===== src/adc_ctrl_pkg.sv =====
package adc_ctrl_pkg;
  localparam logic [15:0] MODE_ADDR = 16'hFF28;
  localparam logic [7:0] MODE_RESET = 8'h00;
  localparam int RUN_BIT = 7;
  localparam int ZERO_BIT = 6;
  localparam int DIV_LSB = 3;
  localparam int DIV_W = 3;
  localparam int RANGE_LSB = 1;
  localparam int RANGE_W = 2;
  localparam int CMP_BIT = 0;
  localparam logic [1:0] RANGE_LOW = 2'h1;
  localparam logic [2:0] DIV_MAX_CODE = 3'h5;
  // divide ratio per divider code, index 5 first
  localparam logic [5:0][3:0] DIV_RATIO = {4'h2, 4'h3, 4'h4, 4'h6, 4'h8, 4'hC};
  localparam logic [4:0] CLEAR_TICKS = 5'h02;
  localparam logic [4:0] SAMPLE_TICKS_STD = 5'h06;
  localparam logic [4:0] SAMPLE_TICKS_LOW = 5'h18;
  localparam logic [4:0] APPROX_TICKS = 5'h0C;
  localparam logic [4:0] XFER_TICKS = 5'h02;
  localparam int CLK_PERIOD_PS = 5000;
  localparam int SETTLE_NS = 1000;
  localparam int SETTLE_CYC = (SETTLE_NS * 1000 + CLK_PERIOD_PS - 1)
                              / CLK_PERIOD_PS;
  typedef enum logic [5:0] {
    ST_STOP   = 6'h01,
    ST_WAIT   = 6'h02,
    ST_CLEAR  = 6'h04,
    ST_SAMPLE = 6'h08,
    ST_APPROX = 6'h10,
    ST_XFER   = 6'h20
  } conv_state_t;
endpackage


===== src/conv_clock_div.sv =====
`timescale 1ns/10ps
module conv_clock_div (
  input wire logic sys_clk,
  input wire logic reset,
  input wire logic run,
  input wire logic [2:0] div_code,
  output logic tick
);
  typedef struct packed {
    logic [3:0] cnt;
    logic tick;
  } div_st_t;
  div_st_t st_q, st_d;

  always_comb begin
    st_d = st_q;
    st_d.tick = 1'b0;
    // prohibited codes give no conversion clock at all
    if (!run || div_code > adc_ctrl_pkg::DIV_MAX_CODE) begin
      st_d.cnt = 4'h0;
    end else if (st_q.cnt == adc_ctrl_pkg::DIV_RATIO[div_code] - 4'h1) begin
      st_d.cnt = 4'h0;
      st_d.tick = 1'b1;
    end else begin
      st_d.cnt = st_q.cnt + 4'h1;
    end
  end

  always_ff @(posedge sys_clk) begin
    if (reset) begin
      st_q <= '0;
    end else begin
      st_q <= st_d;
    end
  end

  assign tick = st_q.tick;
endmodule


===== src/adc_mode_timing_control.sv =====
`timescale 1ns/10ps
module adc_mode_timing_control #(
  parameter int RES_BITS = 10
) (
  input wire logic sys_clk,
  input wire logic reset,
  input wire logic [15:0] bus_addr,
  input wire logic bus_wr,
  input wire logic [7:0] bus_wdata,
  input wire logic bus_bit_wr,
  input wire logic [2:0] bus_bit_sel,
  input wire logic bus_bit_val,
  input wire logic bus_rd,
  output logic [7:0] bus_rdata,
  output logic bus_wait,
  input wire logic comparator_in,
  output logic comparator_power,
  output logic sample_hold,
  output logic [RES_BITS-1:0] dac_code,
  output logic [RES_BITS-1:0] conv_result,
  output logic result_suspect,
  output logic conv_done_irq,
  output logic conv_active
);
  initial begin
    if (RES_BITS < 2 || RES_BITS > int'(adc_ctrl_pkg::APPROX_TICKS)) begin
      $error("RES_BITS out of range");
    end
  end

  typedef struct packed {
    logic [7:0] mode;
    logic [7:0] rdata;
    logic wait_st;
    adc_ctrl_pkg::conv_state_t state;
    logic [4:0] phase;
    logic [RES_BITS-1:0] sar;
    logic [RES_BITS-1:0] result;
    logic done;
    logic suspect;
    logic first;
    logic sh;
    logic active;
    logic [8:0] settle_cnt;
    logic settled;
    logic [11:0] chk_cnt;
    logic chk_seen;
  } ctl_st_t;
  ctl_st_t st_q, st_d;

  logic tick;
  logic hit;
  logic run;
  logic low_range;
  logic [4:0] lim;
  int bit_idx;

  assign hit = bus_addr == adc_ctrl_pkg::MODE_ADDR;
  assign run = st_q.mode[adc_ctrl_pkg::RUN_BIT];
  assign low_range = st_q.mode[adc_ctrl_pkg::RANGE_LSB +: adc_ctrl_pkg::RANGE_W]
                     == adc_ctrl_pkg::RANGE_LOW;

  conv_clock_div u_div (
    .sys_clk(sys_clk),
    .reset(reset),
    .run(run),
    .div_code(st_q.mode[adc_ctrl_pkg::DIV_LSB +: adc_ctrl_pkg::DIV_W]),
    .tick(tick)
  );

  always_comb begin
    st_d = st_q;
    bit_idx = RES_BITS - 1 - int'(st_q.phase);
    lim = adc_ctrl_pkg::CLEAR_TICKS;
    unique case (st_q.state)
      adc_ctrl_pkg::ST_SAMPLE: lim = low_range ?
        adc_ctrl_pkg::SAMPLE_TICKS_LOW : adc_ctrl_pkg::SAMPLE_TICKS_STD;
      adc_ctrl_pkg::ST_APPROX: lim = adc_ctrl_pkg::APPROX_TICKS;
      adc_ctrl_pkg::ST_XFER: lim = adc_ctrl_pkg::XFER_TICKS;
      adc_ctrl_pkg::ST_STOP, adc_ctrl_pkg::ST_WAIT,
      adc_ctrl_pkg::ST_CLEAR: lim = adc_ctrl_pkg::CLEAR_TICKS;
    endcase
    // register access
    st_d.wait_st = (bus_wr || bus_bit_wr) && hit;
    if (bus_wr && hit) begin
      st_d.mode = bus_wdata;
    end else if (bus_bit_wr && hit) begin
      st_d.mode[bus_bit_sel] = bus_bit_val;
    end
    st_d.mode[adc_ctrl_pkg::ZERO_BIT] = 1'b0;
    st_d.rdata = (bus_rd && hit) ? st_q.mode : 8'h00;
    // comparator settling, seen only to flag an unsure first result
    if (!st_q.mode[adc_ctrl_pkg::CMP_BIT]) begin
      st_d.settle_cnt = 9'h000;
      st_d.settled = 1'b0;
    end else if (st_q.settle_cnt == 9'(adc_ctrl_pkg::SETTLE_CYC - 1)) begin
      st_d.settled = 1'b1;
    end else begin
      st_d.settle_cnt = st_q.settle_cnt + 9'h001;
    end
    st_d.done = 1'b0;
    if (!run) begin
      // abort drops the partial result on the floor
      st_d.state = st_q.mode[adc_ctrl_pkg::CMP_BIT] ?
        adc_ctrl_pkg::ST_WAIT : adc_ctrl_pkg::ST_STOP;
      st_d.phase = 5'h00;
      st_d.sh = 1'b0;
    end else if (st_q.state == adc_ctrl_pkg::ST_STOP ||
                 st_q.state == adc_ctrl_pkg::ST_WAIT) begin
      st_d.state = adc_ctrl_pkg::ST_CLEAR;
      st_d.phase = 5'h00;
      st_d.first = !st_q.settled;
    end else if (tick) begin
      st_d.phase = st_q.phase + 5'h01;
      if (st_q.state == adc_ctrl_pkg::ST_APPROX &&
          st_q.phase < 5'(RES_BITS)) begin
        // latched comparator runs on this clock; a two-stage sync would
        // need three cycles a bit and break the divide-by-two setting
        st_d.sar[bit_idx] = comparator_in;
        if (bit_idx > 0) begin
          st_d.sar[bit_idx - 1] = 1'b1;
        end
      end
      if (st_q.phase == lim - 5'h01) begin
        st_d.phase = 5'h00;
        unique case (st_q.state)
          adc_ctrl_pkg::ST_CLEAR: begin
            st_d.state = adc_ctrl_pkg::ST_SAMPLE;
            st_d.sar = '0;
            st_d.sh = 1'b1;
          end
          adc_ctrl_pkg::ST_SAMPLE: begin
            st_d.state = adc_ctrl_pkg::ST_APPROX;
            st_d.sh = 1'b0;
            st_d.sar = '0;
            st_d.sar[RES_BITS-1] = 1'b1;
          end
          adc_ctrl_pkg::ST_APPROX: st_d.state = adc_ctrl_pkg::ST_XFER;
          adc_ctrl_pkg::ST_XFER: begin
            st_d.state = adc_ctrl_pkg::ST_CLEAR;
            st_d.result = st_q.sar;
            st_d.done = 1'b1;
            st_d.suspect = st_q.first;
            st_d.first = 1'b0;
          end
          adc_ctrl_pkg::ST_STOP, adc_ctrl_pkg::ST_WAIT: begin
            st_d.state = st_q.state;
          end
        endcase
      end
    end
    st_d.active = !(st_d.state == adc_ctrl_pkg::ST_STOP ||
                    st_d.state == adc_ctrl_pkg::ST_WAIT);
    // helper for the period check: cycles between done pulses
    st_d.chk_cnt = st_d.done ? 12'h000 : st_q.chk_cnt + 12'h001;
    if (!run || st_d.wait_st) begin
      st_d.chk_seen = 1'b0;
    end else if (st_d.done) begin
      st_d.chk_seen = 1'b1;
    end
  end

  always_ff @(posedge sys_clk) begin
    if (reset) begin
      st_q <= '0;
      st_q.mode <= adc_ctrl_pkg::MODE_RESET;
      st_q.state <= adc_ctrl_pkg::ST_STOP;
    end else begin
      st_q <= st_d;
    end
  end

  assign bus_rdata = st_q.rdata;
  assign bus_wait = st_q.wait_st;
  assign comparator_power = st_q.mode[adc_ctrl_pkg::CMP_BIT];
  assign sample_hold = st_q.sh;
  assign dac_code = st_q.sar;
  assign conv_result = st_q.result;
  assign result_suspect = st_q.suspect;
  assign conv_done_irq = st_q.done;
  assign conv_active = st_q.active;

  logic [11:0] period_exp;
  assign period_exp = 12'(int'(adc_ctrl_pkg::DIV_RATIO[
    st_q.mode[adc_ctrl_pkg::DIV_LSB +: adc_ctrl_pkg::DIV_W]]) *
    int'(adc_ctrl_pkg::CLEAR_TICKS + lim_sample() +
    adc_ctrl_pkg::APPROX_TICKS + adc_ctrl_pkg::XFER_TICKS));

  function automatic logic [4:0] lim_sample();
    return low_range ? adc_ctrl_pkg::SAMPLE_TICKS_LOW :
      adc_ctrl_pkg::SAMPLE_TICKS_STD;
  endfunction
endmodule


===== config.mk =====
export PLATFORM = sky130hd
export DESIGN_NAME = adc_mode_timing_control
export DESIGN_NICKNAME = d
export VERILOG_FILES = /design/src/adc_ctrl_pkg.sv /design/src/conv_clock_div.sv /design/src/adc_mode_timing_control.sv
export SDC_FILE = /design/constraint.sdc
export NUM_CORES = 1
export LEC_CHECK = 0
export BUFFER_PORTS_ARGS = -buffer_cell sky130_fd_sc_hd__buf_2
export CAP_MARGIN = 30
export CORE_ASPECT_RATIO = 1.2
export CORE_MARGIN = 2
export CORE_UTILIZATION = 50
export CTS_BUF_LIST = sky130_fd_sc_hd__clkbuf_16
export CTS_CLUSTER_DIAMETER = 30
export DETAILED_ROUTE_END_ITERATION = 8
export GPL_TIMING_DRIVEN = 0
export PLACE_DENSITY = 0.74
export SETUP_SLACK_MARGIN = 0.1
export SLEW_MARGIN = 10
export SYNTH_ARGS = -nofsm -noshare
export SYNTH_HDL_FRONTEND = slang
export SYNTH_SLANG_ARGS = --single-unit
export TNS_END_PERCENT = 50

===== constraint.sdc =====
create_clock -name sys_clk -period 5.4 [get_ports sys_clk]
set_input_delay 0 -clock sys_clk [delete_from_list [all_inputs] [get_ports sys_clk]]
set_output_delay 0 -clock sys_clk [all_outputs]
set_load 0.03 [all_outputs]

==> results.ini <==
[cells_and_area]
layout-drive-gt1-share_pct=24.6
layout.nets=575
syn2layout_area_growth_pct=20.5
antenna_cells=0

[yosys]
synth_cells=451
synth-seq-area-share_pct=36.1
synth_top_area_share_pct=36.1
synth_edf_count=0
asyncSetResetFlopFracSynth_pct=0
synth_area_leaders=dfxtp_1 (36%), buf_4 (5.6%), nor2_1 (4.5%)
syn_nets=498
synth_warnings=0
synth_seq_cells=70
avgSynthCellArea_um2=8.60
synth_flop_cell=dfxtp_1
synth_area_leader_cell=dfxtp_1
synth_cell_type_count=63
synth_area_um2=3880

[routing]
drc=0
wl_um=9030
vias=3469
firstDrtPassIters=4
post_drt_wl_per_cell_um=14.4
drt_iter0_drc=169
ant_nets=0
vias_per_cell=5.55

[grt]
grt_overflow=0
grt_max_degree=14
antenna_found_initial=0
grt_use_met1_pct=24.1
grt_pass1_vias=3367
busiest_layer=met2
grtUsageMet3_pct=4.18
grt_usage_pct=21.8
grt_pass1_wl_um=14900
met2_usage_pct=40.0

[clock_tree]
clk_latency_ns=0.33
cts_sinks=70
cts_tree=yes
root_buffer=clkbuf_16
cts.repair.resized=0
h-tree-depth=3
cts_buffer_depth=2
clk_pin_slew_ns=0.06
postCtsSetupBuffers=0
cts_buffers=9

[critical_path]
worstPathArrival_ns=3.37
start_kind=register
path_class=reg -> reg
end_kind=register
crit_required_ns=5.65
path_max_fanout=10

[die]
die_h_um=101
fp.dieW_um=84.4
boundaryPins=68
coreArea_um2=7620
start_util_pct=50.9
num_rows=35
dieArea_um2=8480

[power]
leakage_nw=2.08
powerDensity_nw_per_um2=270
peakVddDrop_mv=0.248

[sta]
worstMarginPinSlew_ns=0.875
tns_ns=0
drv_slew=0
relSlewSlack_pct=41.5
fin_hold_ws_ns=0.0320
rsz0062_at_grt=no
max_freq_mhz=320
fin_crit_sh_pct=57.8
clock_skew_ns=0.00736
finalHoldViolCount=0
setup_violations=0
period_minus_slack_ns=3.12

[flow_run]
drv_cap=0

[status]
outcome=finished clean

[placed_design]
port_buffers=64
place_congestion=1.01
dpl.hpwl_um=6760

[worst_hold_path]
worstHoldPathType=in -> reg

synthesized netlist by cell type, types with 2 or more instances:
master	n
nor2_1	47
a21oi_1	24
a22oi_1	9
o211a_1	2
a31oi_1	8
clkbuf_1	13
o21ai_0	7
or2_1	2
xor2_1	15
o32ai_1	2
a22o_1	3
o21ai_1	3
buf_4	29
a2bb2oi_1	2
nand3_1	25
nand2b_1	6
xnor2_1	8
and2_1	11
mux2i_1	17
dfxtp_1	70
nor2b_1	10
nand2_1	36
a2111oi_1	2
o211ai_1	2
ha_1	13
nor4_1	3
and3_1	9
a221oi_2	2
inv_1	12
nand2_4	2
nor3_1	10
a211oi_1	5
buf_2	3
a31o_2	2
nand4_1	9
worst max-delay path, cell delays in order, from the launching register on:
cell       delay (ns)
dfxtp_1          0.50
inv_1            0.22
ha_1             0.33
clkbuf_1         0.24
nor2b_1          0.21
or2_1            0.25
a2111oi_1        0.81
a22o_1           0.24
a22oi_1          0.07
a21oi_1          0.18
per-stage QoR:
step	area [um2]	power [mW]	cells	setup WS (ns)	util [%]
floorplan	3880	0.571	451	2.92	-
global placement	4320	0.593	607	2.36	56.6
detailed placement	4320	0.594	607	2.31	56.6
CTS	4670	1.28	624	2.30	61.3
global route	4680	1.30	625	1.95	61.4
finish	4680	1.26	625	2.28	61.4
layer usage:
layer / part of all wire [%] / up-vias
met2: 53 / 70
met4: 2.0 / 0
met5: 0 / -
met1: 42 / 1663
met3: 2.9 / 14
li1: - / 1722
sequential cells by signal, summed over array words and instances (netlist names), named ones only:
signal,cells
st_q,27
conv_result,10
dac_code,10
bus_rdata,7
u_div.st_q,4
bus_wait,1
comparator_power,1
conv_active,1
conv_done_irq,1
result_suspect,1
run,1
sample_hold,1
u_div.tick,1
logic make-up (layout without fill, tap and decap cells):
group,after synthesis,count (layout),share of synthesized area [%]
buffers and inverters,59,141,9.03
flip-flops,70,70,36.1
AND/OR/NAND/NOR,180,180,24.2
XOR/XNOR,23,23,5.19
adder cells (fa/ha/maj),13,13,4.19
AO/OA/AOI/OAI,87,87,16.4
other,1,1,0.0967
multiplexers,18,18,4.77
report_power, final:
part | switching [mW] | internal, mW
clock network | 0.228 | 0.453
logic | 0.0318 | 0.0268
registers | 0.00424 | 0.521
total | 0.264 | 1.00
repair_timing:
action / CTS / global route
setup endpoints to repair: 0 / 0
hold buffers: 1 / 0
endpoints found under the hold margin: 3 / 0
cell usage in the layout (no fill, tap or decap), types with 3 or more instances in the layout:
cell       count
dfxtp_1       70
a22o_1         3
ha_1          13
a22oi_1        9
a21oi_1       24
clkbuf_16      9
nor2_1        47
nand3_1       25
nor3_1        10
nand2_1       36
buf_2         67
clkbuf_1      13
o21ai_0        7
nand2b_1       6
inv_1         12
buf_4         29
nor2b_1       10
bufinv_16      3
and2_1        11
nand4_1        9
xor2_1        15
a31oi_1        8
o21ai_1        3
xnor2_1        8
a211oi_1       5
mux2i_1       17
and3_1         9
nor4_1         3
final cells by class:
| class | instances | area (um2) |
|---|---|---|
| Buffer | 47 | 305 |
| Clock buffer | 9 | 225 |
| Inverter | 12 | 45.0 |
| Timing Repair Buffer | 66 | 335 |
| Fill cell | 662 | 2940 |
| Clock inverter | 7 | 121 |
| Multi-Input combinational cell | 322 | 2130 |
| Sequential cell | 70 | 1400 |
| Tap cell | 92 | 115 |
final timing paths:
| check | from | endpoint | slack (ns) | depth (start not counted) |
|---|---|---|---|---|
| worst min register to register | u_div.st_q[1] | u_div.st_q[1] | 0.48 | 1 |
| worst max register to register | st_q[49] | dac_code[1] | 2.28 | 9 |
| worst max-delay path | st_q[49] | dac_code[1] | 2.28 | 9 |
| worst min-delay path | bus_wdata[1] | st_q[69] | 0.03 | 3 |
Note: power is estimated with default switching activity, not from simulation.
